===== src/logic/wtl_pkg.sv =====
// Shared constants and the table decode function for the waveform table loader link
package wtl_pkg;
    // ----------------------------------------
    // Command codes
    // ----------------------------------------
    localparam logic [7:0] CMD_POWER_ON = 8'h04;
    localparam logic [7:0] CMD_TBL_COM_A = 8'h20;
    localparam logic [7:0] CMD_TBL_WHITE = 8'h21;
    localparam logic [7:0] CMD_TBL_BLACK = 8'h22;
    localparam logic [7:0] CMD_TBL_COM_B = 8'h25;
    localparam logic [7:0] CMD_TBL_RED_A = 8'h26;
    localparam logic [7:0] CMD_TBL_RED_B = 8'h27;
    localparam logic [7:0] CMD_BORDER = 8'h50;
    // ----------------------------------------
    // Border setting values
    // ----------------------------------------
    localparam logic [7:0] BORDER_BLACK = 8'h57;
    localparam logic [7:0] BORDER_FLOAT = 8'h17;
    // ----------------------------------------
    // Timing: serial clock cycle 100 ns write, clk 40 ns
    // ----------------------------------------
    localparam int CLK_PERIOD_NS = 40;
    localparam int SCLK_HALF_NS = 50;
    localparam int SCLK_HALF_CYC = (SCLK_HALF_NS + CLK_PERIOD_NS - 1) / CLK_PERIOD_NS;
    localparam int CSS_NS = 60;
    localparam int CSS_CYC = (CSS_NS + CLK_PERIOD_NS - 1) / CLK_PERIOD_NS;
    localparam int BYTE_BITS = 8;
    localparam int TABLE_COUNT = 6;
    localparam logic [2:0] TBL_NONE = 3'h7;
    // Table selector for a command code, TBL_NONE when not a table
    function automatic logic [2:0] tableOf(input logic [7:0] code);
        unique case (code)
            CMD_TBL_COM_A: tableOf = 3'h0;
            CMD_TBL_WHITE: tableOf = 3'h1;
            CMD_TBL_BLACK: tableOf = 3'h2;
            CMD_TBL_COM_B: tableOf = 3'h3;
            CMD_TBL_RED_A: tableOf = 3'h4;
            CMD_TBL_RED_B: tableOf = 3'h5;
            default: tableOf = TBL_NONE;
        endcase
    endfunction
endpackage


===== src/logic/wtl_link_if.sv =====
// Serial write link between host and driver
`timescale 1ns/10ps
interface wtl_link_if;
    logic serialClk;
    logic serialWriteLine;
    logic chipSelN;
    logic dataCmdSel;
    logic nineBitMode;
    logic driverResetN;
    modport host (output serialClk, output serialWriteLine, output chipSelN,
        output dataCmdSel, output nineBitMode, output driverResetN);
    modport device (input serialClk, input serialWriteLine, input chipSelN,
        input dataCmdSel, input nineBitMode, input driverResetN);
endinterface


===== src/logic/wtl_host.sv =====
// Host end: queues bytes and shifts them out MSB first
`timescale 1ns/10ps
// Contract
// - Host sends power-on 04 first
// - Tables follow in order 20,21,22,25,26,27
// - Code 20 loads common-electrode table A
// - Code 21 loads white table
// - Code 22 loads black table
// - Code 25 loads common-electrode table B
// - Code 26 loads red table A
// - Code 27 loads red table B
// - Table contents come from host, batch-specific
// - Border value 57 drives border black
// - Border value 17 leaves border floating
// - Bytes shift MSB first, eight bits
// - Four-wire select stable across whole byte
// - Nine-bit mode: first bit selects destination
// - Link is write only, no readback
module wtl_host
    import wtl_pkg::*;
#(
    parameter int DEPTH = 4
) (
    // Clock and reset
    input wire logic clk,
    input wire logic resetn,
    // User byte stream: bit 8 high means data, low means command
    input wire logic byteValid,
    output logic byteReady,
    input wire logic [8:0] byteData,
    input wire logic useNineBit,
    // Status
    output logic orderError_reg,
    output logic busy_reg,
    // Link
    wtl_link_if.host link
);
    typedef enum {ST_IDLE, ST_SETUP, ST_LOW, ST_HIGH, ST_GAP} wtl_hstate_t;
    wtl_hstate_t state_reg;
    logic fifoValid;
    logic fifoReady;
    logic [8:0] fifoData;
    logic [8:0] shift_reg;
    logic [3:0] bitsLeft_reg;
    logic [3:0] wait_reg;
    logic sclk_reg;
    logic sdo_reg;
    logic csn_reg;
    logic dc_reg;
    logic mode_reg;
    logic [2:0] expect_reg;
    logic powered_reg;
    logic byteTaken;
    logic cmdTaken;
    logic [2:0] cmdTable;
    logic tableOpen_reg;

    // ----------------------------------------
    // Byte queue
    // ----------------------------------------
    wtl_fifo #(.WIDTH(9), .DEPTH(DEPTH)) uFifo (
        .clk(clk),
        .resetn(resetn),
        .inValid(byteValid),
        .inReady(byteReady),
        .inData(byteData),
        .outValid(fifoValid),
        .outReady(fifoReady),
        .outData(fifoData)
    );
    // Pop only while the shifter is idle, so each byte gets its own frame
    assign fifoReady = (state_reg == ST_IDLE);

    // ----------------------------------------
    // Serial shifter
    // ----------------------------------------
    always_ff @(posedge clk or negedge resetn) begin
        if (!resetn) begin
            state_reg <= ST_IDLE;
            shift_reg <= '0;
            bitsLeft_reg <= '0;
            wait_reg <= '0;
            sclk_reg <= 1'b0;
            sdo_reg <= 1'b0;
            csn_reg <= 1'b1;
            dc_reg <= 1'b0;
            mode_reg <= 1'b0;
        end else begin
            unique case (state_reg)
                ST_IDLE: begin
                    if (fifoValid) begin
                        mode_reg <= useNineBit;
                        dc_reg <= useNineBit ? 1'b0 : fifoData[8];
                        // nine-bit frame prepends the destination bit
                        shift_reg <= useNineBit ? fifoData : {fifoData[7:0], 1'b0};
                        bitsLeft_reg <= useNineBit ? 4'(BYTE_BITS + 1) : 4'(BYTE_BITS);
                        csn_reg <= 1'b0;
                        wait_reg <= 4'(CSS_CYC);
                        state_reg <= ST_SETUP;
                    end
                end
                ST_SETUP: begin
                    if (wait_reg <= 4'h1) begin
                        // most significant bit leads
                        // Top bit is the destination bit in nine-bit frames, D7 otherwise
                        sdo_reg <= shift_reg[8];
                        wait_reg <= 4'(SCLK_HALF_CYC);
                        state_reg <= ST_LOW;
                    end else begin
                        wait_reg <= wait_reg - 4'h1;
                    end
                end
                ST_LOW: begin
                    if (wait_reg <= 4'h1) begin
                        sclk_reg <= 1'b1;
                        wait_reg <= 4'(SCLK_HALF_CYC);
                        state_reg <= ST_HIGH;
                    end else begin
                        wait_reg <= wait_reg - 4'h1;
                    end
                end
                ST_HIGH: begin
                    if (wait_reg <= 4'h1) begin
                        sclk_reg <= 1'b0;
                        shift_reg <= {shift_reg[7:0], 1'b0};
                        sdo_reg <= shift_reg[7];
                        bitsLeft_reg <= bitsLeft_reg - 4'h1;
                        wait_reg <= 4'(SCLK_HALF_CYC);
                        state_reg <= (bitsLeft_reg == 4'h1) ? ST_GAP : ST_LOW;
                    end else begin
                        wait_reg <= wait_reg - 4'h1;
                    end
                end
                ST_GAP: begin
                    if (wait_reg <= 4'h1) begin
                        csn_reg <= 1'b1;
                        state_reg <= ST_IDLE;
                    end else begin
                        wait_reg <= wait_reg - 4'h1;
                    end
                end
            endcase
        end
    end

    // ----------------------------------------
    // Download order monitor
    // ----------------------------------------
    // Handoff terms from the queue into the shifter
    assign byteTaken = fifoValid && fifoReady;
    assign cmdTaken = byteTaken && !fifoData[8];
    assign cmdTable = tableOf(fifoData[7:0]);

    // Power-on seen; tables before it are an order fault
    always_ff @(posedge clk or negedge resetn) begin
        if (!resetn) begin
            powered_reg <= 1'b0;
        end else if (cmdTaken && fifoData[7:0] == CMD_POWER_ON) begin
            powered_reg <= 1'b1;
        end
    end

    // Table position expected next in the download sequence
    // Power-on restarts the sequence, so a second download may follow
    always_ff @(posedge clk or negedge resetn) begin
        if (!resetn) begin
            expect_reg <= 3'h0;
        end else if (cmdTaken && fifoData[7:0] == CMD_POWER_ON) begin
            expect_reg <= 3'h0;
        end else if (cmdTaken && cmdTable != TBL_NONE) begin
            // advances even on a fault, to keep later checks meaningful
            expect_reg <= (expect_reg == 3'(TABLE_COUNT - 1)) ? 3'h0 : expect_reg + 3'h1;
        end
    end

    // A table command stays open until its first data byte is taken
    always_ff @(posedge clk or negedge resetn) begin
        if (!resetn) begin
            tableOpen_reg <= 1'b0;
        end else if (byteTaken) begin
            tableOpen_reg <= !fifoData[8] && (cmdTable != TBL_NONE);
        end
    end

    // Sticky order fault: early, out of sequence, or a table left without data
    always_ff @(posedge clk or negedge resetn) begin
        if (!resetn) begin
            orderError_reg <= 1'b0;
        end else if (cmdTaken) begin
            if (cmdTable != TBL_NONE && (!powered_reg || cmdTable != expect_reg)) begin
                orderError_reg <= 1'b1;
            end else if (tableOpen_reg) begin
                orderError_reg <= 1'b1;
            end
        end
    end

    // Busy flag
    always_ff @(posedge clk or negedge resetn) begin
        if (!resetn) begin
            busy_reg <= 1'b0;
        end else begin
            busy_reg <= (state_reg != ST_IDLE) || fifoValid;
        end
    end

    // Link drive; no read path exists
    assign link.serialClk = sclk_reg;
    assign link.serialWriteLine = sdo_reg;
    assign link.chipSelN = csn_reg;
    assign link.dataCmdSel = dc_reg;
    assign link.nineBitMode = mode_reg;
    assign link.driverResetN = resetn;
endmodule


===== src/logic/wtl_fifo.sv =====
// Small valid/ready FIFO
`timescale 1ns/10ps
module wtl_fifo #(
    parameter int WIDTH = 9,
    parameter int DEPTH = 4
) (
    // Clock and reset
    input wire logic clk,
    input wire logic resetn,
    // Fill side
    input wire logic inValid,
    output logic inReady,
    input wire logic [WIDTH-1:0] inData,
    // Drain side
    output logic outValid,
    input wire logic outReady,
    output logic [WIDTH-1:0] outData
);
    localparam int AW = $clog2(DEPTH);
    logic [WIDTH-1:0] mem [DEPTH];
    logic [AW-1:0] wrPtr_reg;
    logic [AW-1:0] rdPtr_reg;
    logic [AW:0] count_reg;
    logic doWrite;
    logic doRead;
    logic [AW:0] countNext;

    // Handshake terms; ready itself is registered below
    assign countNext = count_reg + (AW+1)'(doWrite) - (AW+1)'(doRead);
    assign outValid = (count_reg != '0);
    assign outData = mem[rdPtr_reg];
    assign doWrite = inValid && inReady;
    assign doRead = outValid && outReady;

    // Storage
    always_ff @(posedge clk) begin
        if (doWrite) begin
            mem[wrPtr_reg] <= inData;
        end
    end

    // Pointers and fill count
    always_ff @(posedge clk or negedge resetn) begin
        if (!resetn) begin
            wrPtr_reg <= '0;
            rdPtr_reg <= '0;
            count_reg <= '0;
            inReady <= 1'b1;
        end else begin
            if (doWrite) begin
                wrPtr_reg <= (wrPtr_reg == AW'(DEPTH-1)) ? '0 : wrPtr_reg + 1'b1;
            end
            if (doRead) begin
                rdPtr_reg <= (rdPtr_reg == AW'(DEPTH-1)) ? '0 : rdPtr_reg + 1'b1;
            end
            count_reg <= countNext;
            inReady <= (countNext != (AW+1)'(DEPTH));
        end
    end
endmodule


===== src/flat_wrapper.sv =====
// flat-port wrapper written by rule: the top's interface ports become plain ports
module wtl_host_flat import wtl_pkg::*;
#(
    parameter int DEPTH = 4
)
  (clk, resetn, byteValid, byteReady, byteData, useNineBit, orderError_reg, busy_reg, link_serialClk, link_serialWriteLine, link_chipSelN, link_dataCmdSel, link_nineBitMode, link_driverResetN);
  wtl_link_if link_i ();
  input wire logic clk;
  input wire logic resetn;
  input wire logic byteValid;
  output logic byteReady;
  input wire logic [8:0] byteData;
  input wire logic useNineBit;
  output logic orderError_reg;
  output logic busy_reg;
  output wire logic [$bits(link_i.serialClk)-1:0] link_serialClk;
  output wire logic [$bits(link_i.serialWriteLine)-1:0] link_serialWriteLine;
  output wire logic [$bits(link_i.chipSelN)-1:0] link_chipSelN;
  output wire logic [$bits(link_i.dataCmdSel)-1:0] link_dataCmdSel;
  output wire logic [$bits(link_i.nineBitMode)-1:0] link_nineBitMode;
  output wire logic [$bits(link_i.driverResetN)-1:0] link_driverResetN;
  assign link_serialClk = link_i.serialClk;
  assign link_serialWriteLine = link_i.serialWriteLine;
  assign link_chipSelN = link_i.chipSelN;
  assign link_dataCmdSel = link_i.dataCmdSel;
  assign link_nineBitMode = link_i.nineBitMode;
  assign link_driverResetN = link_i.driverResetN;
  wtl_host #(.DEPTH(DEPTH)) u_core (.clk(clk), .resetn(resetn), .byteValid(byteValid), .byteReady(byteReady), .byteData(byteData), .useNineBit(useNineBit), .orderError_reg(orderError_reg), .busy_reg(busy_reg), .link(link_i));
endmodule

===== config.mk =====
export PLATFORM = sky130hd
export DESIGN_NAME = wtl_host_flat
export DESIGN_NICKNAME = d
export VERILOG_FILES = /design/src/logic/wtl_pkg.sv /design/src/logic/wtl_link_if.sv /design/src/logic/wtl_host.sv /design/src/logic/wtl_fifo.sv /design/src/flat_wrapper.sv
export SDC_FILE = /design/constraint.sdc
export NUM_CORES = 1
export LEC_CHECK = 0
export BUFFER_PORTS_ARGS = -buffer_cell sky130_fd_sc_hd__buf_2
export CAP_MARGIN = 5
export CORE_MARGIN = 1.5
export CORE_UTILIZATION = 50
export CTS_BUF_LIST = sky130_fd_sc_hd__clkbuf_8
export DETAILED_ROUTE_END_ITERATION = 10
export PLACE_DENSITY = 0.69
export SETUP_SLACK_MARGIN = 0.05
export SKIP_LAST_GASP = 1
export SYNTH_ARGS = -nofsm -noshare
export SYNTH_HDL_FRONTEND = slang
export SYNTH_SLANG_ARGS = --single-unit

===== constraint.sdc =====
create_clock -name clk -period 2.9 [get_ports clk]
set_input_delay 0.58 -clock clk [delete_from_list [all_inputs] [get_ports clk]]
set_output_delay 0.58 -clock clk [all_outputs]
set_load 0.005 [all_outputs]

Yosys cells after proc, flatten, opt, wreduce, memory -nomap -nowiden:

Memory sizes are Yosys's and may differ from the RTL's.
Index checks and enable logic that the tools add are counted.

* register bits after elaboration: 69
* memory bits (writable): 36
* bits of input ports: 13
* output and inout bits: 9
* word-level logic and storage cells: 119
* memories: 1

* $add $sub $neg: 7
* magnitude comparators: 1
* equal/unequal tests: 24
* multiplexer cells: 38
* reductions and logical operators: 30

Memories
* u_core.uFifo.mem: words 4, bits a word 9, read ports 1, clocked after memory_dff 0, write ports 1, RTL line wtl_fifo.sv:20 `logic [WIDTH-1:0] mem [DEPTH];`

Operators with widths (count)
* $mux W32: 5
* $pmux W32 S5: 1
* $eq A32 B2 Y1 const B: 2
* $logic_not A32 Y1: 2
* $eq A8 B6 Y1 const B: 6
* $eq A32 B1 Y1 const B: 1
* $eq A32 B3 Y1 const B: 1
* $reduce_bool A32 Y1: 1
* $mux W9: 3
* $mux W4: 5
* $pmux W3 S6: 1
* $pmux W9 S2: 1
* $mux W3: 4
* $pmux W4 S3: 1
* $reduce_and A3 Y1: 4
* $reduce_bool A2 Y1: 6
* $mux W1: 11
* $ne A2 B1 Y1 const B: 5
* $eq A8 B3 Y1 const B: 1
* $pmux W4 S2: 1
* $sub A4 B1 Y4 const B: 2
* $logic_and A1 B1 Y1: 7
* $ne A3 B3 Y1 const B: 2
* $pmux W1 S2: 3
* 17 further kinds: 24

Longest topological paths before layout:

An unclocked memory read counts as a cell.

* depth after elaboration: 8
* depth in mapped cells: 13

Hierarchy:

From an unflattened synthesis, not the netlist that was laid out.

* cell total of the unflattened synthesis: 286
* area, all modules: 3744.8 sq um

By module, submodules not included
* wtl_host: instances 1, cells each 201, area an instance 1968.1 sq um, seq. area each 802.0 sq um
* wtl_fifo: instances 1, cells each 85, area an instance 1776.7 sq um, seq. area each 1282.5 sq um

Least setup slack after synthesis:

No wires, ideal clock.

* kind: reg-to-reg
* from: reg u_core.uFifo.count_reg[1]
* to: reg u_core.uFifo.inReady
* library setup time: 0.086 ns
* data arrival time: 2.340 ns
* setup slack: 0.474 ns
* stages on the path, launching flop included: 13
* period minus slack after synthesis: 2.426 ns
* cells stage by stage: dfrtp_1 > nor3_1 > nand2b_1 > clkbuf_1 > inv_1 > ha_1 > inv_1 > ha_1 > inv_1 > fa_1 > xnor2_1 > xnor2_1 > nand3b_1

* longest elaborated chain between the ends: 4

RTL lines
* start: declaration: RTL line wtl_fifo.sv:23 `logic [AW:0] count_reg;`
* start signal: assignment: RTL line wtl_fifo.sv:56 `count_reg <= countNext;`
* $reduce_bool A3 Y1: RTL line wtl_fifo.sv:30 `assign outValid = (count_reg != '0);`
* $logic_and A1 B1 Y1
* via u_core.byteTaken: RTL line wtl_host.sv:53 `logic byteTaken;`
* $sub A3 B1 Y3: RTL line wtl_fifo.sv:29 `assign countNext = count_reg + (AW+1)'(doWrite) - (AW+1)'(doRead);`
* via u_core.uFifo.countNext[2]: RTL line wtl_fifo.sv:26 `logic [AW:0] countNext;`
* $ne A3 B3 Y1: RTL line wtl_fifo.sv:57 `inReady <= (countNext != (AW+1)'(DEPTH));`
* end signal: assignment: RTL line wtl_fifo.sv:57
* end: declaration: RTL line wtl_fifo.sv:12 `output logic inReady,`

The timed path passes the listed nets, and every way through them passes these cells.
A chain may end at the register's enable or synchronous reset.

Final worst setup path:

* from: reg u_core.uFifo.rdPtr_reg[0]
* to: reg u_core.orderError_reg

* longest elaborated chain between the ends: 8

RTL lines
* start: declaration: RTL line wtl_fifo.sv:22 `logic [AW-1:0] rdPtr_reg;`
* start signal: assignment: RTL line wtl_fifo.sv:54 `rdPtr_reg <= (rdPtr_reg == AW'(DEPTH-1)) ? '0 : rdPtr_reg + 1'b1;`
* $mem_v2 Z4 W9 *
* $eq A8 B6 Y1: RTL line wtl_pkg.sv:32 `unique case (code)`
* $pmux W3 S6: RTL line wtl_pkg.sv:32
* $ne A3 B3 Y1: RTL line wtl_host.sv:190 `if (cmdTable != TBL_NONE && (!powered_reg || cmdTable != expect_reg)) begin`
* $logic_or A1 B1 Y1: RTL line wtl_host.sv:190
* $logic_and A1 B1 Y1: RTL line wtl_host.sv:190
* $reduce_bool A2 Y1 (no source line)
* $reduce_and A2 Y1 (no source line)
* end signal: assignment: RTL line wtl_host.sv:188 `orderError_reg <= 1'b0;`
* end signal: assignment: RTL line wtl_host.sv:191 `orderError_reg <= 1'b1;`
* end signal: assignment: RTL line wtl_host.sv:193 `orderError_reg <= 1'b1;`
* end: declaration: RTL line wtl_host.sv:33 `output logic orderError_reg,`

Mark *: on every way between the ends. The rest lies on a longest branch, timed or not.

==> results by group <==
Outcome
  – Outcome: completed

Setup path
  – Crit Reg-Reg Endpoint: u_core.orderError_reg
  – CP arrival: 2760 ps
  – Crit path kind: flop to flop
  – CP cell instances: mux4_1 > nor4_2 > nand3_1 > xnor2_1 > nand3_1 > a221o_1
  – Worst R2R Start: u_core.uFifo.rdPtr_reg[0]
  – CP max stage delay: 670 ps
  – Worst path bufs/invs: 0
  – Most frequent CP cell: nand3_1
  – Worst R2R Path Depth: 6
  – Critical path's top delay family: multiplexers
  – CP Max Fanout: 12
  – CP endpoint kind: flop
  – Worst setup SP type: flop
  – CP max stage cell: mux4_1
  – R2R setup slack: 390 ps
  – Req. time, crit path: 3150 ps

Yosys
  – Cell Area, Synth: 3570 sq um
  – Syn_nets: 309
  – Top-count cell post-synth: dfrtp_1
  – Register area share after synthesis: 58.4%
  – Top cells by area, synth: edfxtp_1, dfrtp_1, mux4_1, ha_1, mux2i_1
  – Ys flop type: dfrtp_1
  – Synth Instances: 284
  – Post-synth top cells: dfrtp_1, edfxtp_1, nand2_1
  – Most area-hungry cell type in the Yosys netlist: edfxtp_1
  – Syn Area/Cell: 12.6 sq um
  – Synth cell types: 46
  – Synth async-reset ratio: 52.6%
  – Top-area cell type share of the netlist area: 30.3%
  – Post-synth EDFFs: 36
  – Synthesized flop and latch total: 76
  – Yosys synthesis warning count: 0

Layout
  – Antenna cells: 0
  – Layout area overhead: 10.2%
  – Max reg flops: 36
  – Layout cells sized above 1: 18.0%
  – Post-Layout Cell Count: 407
  – Final #Nets: 331
  – Post-layout util: 57.6%

Clock network
  – Total CTS buffers: 9
  – Clk root buf: clkbuf_8
  – Worst-case clock buffer depth: 2
  – H-tree Lvls: 3
  – Worst-path clk slew: 90 ps
  – Clk sink count: 76
  – Clock latency on the worst-skew pair: 350 ps
  – CTS tree: yes

Timing
  – Hold Violations, Final: 0
  – Final Max Slew Viols: 0
  – Setup tns final: 0 ps
  – Tcrit/Tclk final: 86.7%
  – Min Tclk post-route: 2510 ps
  – Fin worst setup slack: 386 ps
  – Final setup fails: 0
  – RSZ-0062 raised after global routing: no
  – Maximum clock rate: 0.398 GHz
  – Actual slew at the worst max-slew pin: 696 ps
  – Setup Skew: 9.16 ps
  – Slew HR: 53.4%

Pwr
  – Internal Power: 2.47 mW
  – Peak supply drop: 0.494 mV
  – Part of the power in registers: 43.8%
  – Clk pwr share: 18.9%
  – Switching fraction of total power: 37.6%
  – Comb pwr share: 37.3%
  – Pwr Total: 3.96 mW
  – Power Density: 1010 nW/um^2
  – Sw power: 1.49 mW
  – Static Leak: 1.66 nW

Routing
  – Drt total wl: 6090 um
  – WL met2: 2860 um
  – Top sig layer: met4
  – Initial drt markers: 144
  – Final ANT Viol Nets: 0
  – Avg WL per Cell: 15.0 um
  – Met3 routed WL: 227 um
  – Drt first pass iters: 4
  – DR vias: 2167
  – Residual DRC: 0
  – WL met1: 2900 um
  – DR vias/cell: 5.32

Floorplan
  – Die Ht: 87.5 um
  – Die Wd: 87.5 um
  – Rows: 30
  – Initial Util: 52.2%
  – Core ar.: 6830 sq um
  – DIE AREA: 7650 sq um
  – IO Pins: 22

GRT
  – Largest net degree at the start of global routing: 41
  – Initial antenna violation count: 0
  – First-pass GRT wire length: 10200 um
  – Vias in the first global route: 2070
  – Gr usage total: 17.9%
  – Gr ovfl total: 0

Run
  – Max Cap Violations: 0

Hold path
  – Worst hold path type: input port to asynchronous set/reset pin

Place
  – Place WS: 214 ps
  – Hpwl dp: 4170 um
  – Port bufs: 21
  – Placed cell count: 391
  – RD Place Congestion: 0.834
[per-layer routing]
metal  vias to the layer above  track usage [%]
li1                       1085                -
met4                         0             7.79
met3                         9             4.36
met5                         -                0
met2                        38             27.4
met1                      1035             24.4
[what timing repair did]
action | in CTS | in global routing
setup endpoints to repair | 0 | 3
resized for setup | 0 | 1
buffers inserted | 0 | 0
hold buffers | 0 | 0
hold endpoints to repair | 0 | 0
[how the worst max path moves through the flow]
| stage | startpoint | cells after the start | slack (ps) | end |
|---|---|---|---|---|
| 4_1_cts | u_core.uFifo.rdPtr_reg[0] | 6 | 200 | u_core.orderError_reg |
| 3_3_place_gp | u_core.uFifo.rdPtr_reg[0] | 6 | 270 | u_core.orderError_reg |
| 6_report | u_core.uFifo.rdPtr_reg[0] | 6 | 390 | u_core.orderError_reg |
| 3_5_place_dp | u_core.uFifo.rdPtr_reg[0] | 6 | 210 | u_core.expect_reg[2] |
| 5_1_grt | u_core.uFifo.rdPtr_reg[0] | 6 | 150 | u_core.orderError_reg |
| 2_1_floorplan | u_core.uFifo.count_reg[1] | 12 | 470 | u_core.uFifo.inReady |
[power by group through the flow]
| stage | registers (mW) | clock network [mW] | logic (mW) |
|---|---|---|---|
| after CTS | 1.74 | 0.767 | 1.50 |
| after global routing | 1.78 | 0.813 | 1.68 |
| after floorplan | 1.63 | 0 | 1.24 |
| after detailed placement | 1.76 | 0 | 1.48 |
| after global placement | 1.75 | 0 | 1.43 |
| final | 1.74 | 0.748 | 1.48 |
[logic make-up (layout without fill, tap and decap cells)]
| logic type | count (synthesis) | after routing | synth area share (%) |
|---|---|---|---|
| simple gates | 84 | 84 | 11.8 |
| compound gates | 49 | 49 | 8.80 |
| mux | 22 | 22 | 9.99 |
| xor+xnor | 11 | 11 | 2.70 |
| flops | 76 | 76 | 58.4 |
| buf+inv | 30 | 57 | 3.89 |
| fa+ha+maj | 12 | 12 | 4.42 |
[through the flow]
| step | cell area (sq um) | hold WS [ps] |
|---|---|---|
| global route | 3930 | 362 |
| finish | 3930 | 312 |
| detailed placement | 3750 | 464 |
| CTS | 3930 | 347 |
| floorplan | 3570 | 284 |
| global placement | 3750 | 456 |
[final cells by class]
| class | instances | area, sq um |
|---|---|---|
| Clock buffer | 9 | 124 |
| Clock inverter | 7 | 58.8 |
| Fill cell | 583 | 2900 |
| Inverter | 15 | 56.3 |
| Multi-Input combinational cell | 178 | 1350 |
| Sequential cell | 76 | 2090 |
| Tap cell | 96 | 120 |
| Timing Repair Buffer | 26 | 143 |
[layout by cell type (no fill, tap or decap), types with 3 or more instances in the layout]
cell type	synthesis	layout
a21o_1	3	3
a21oi_1	8	8
and3_1	7	7
buf_2	0	21
buf_4	3	5
clkbuf_8	0	9
dfrtp_1	38	37
edfxtp_1	36	36
ha_1	11	11
inv_1	15	15
inv_6	0	3
mux2i_1	12	12
mux4_1	6	6
mux4_2	3	3
nand2_1	27	27
nand3_1	8	8
nor2_1	16	16
nor3_1	9	9
nor4_1	3	3
o21ai_0	22	22
xnor2_1	9	9
Power figures use the tool's default switching activity.
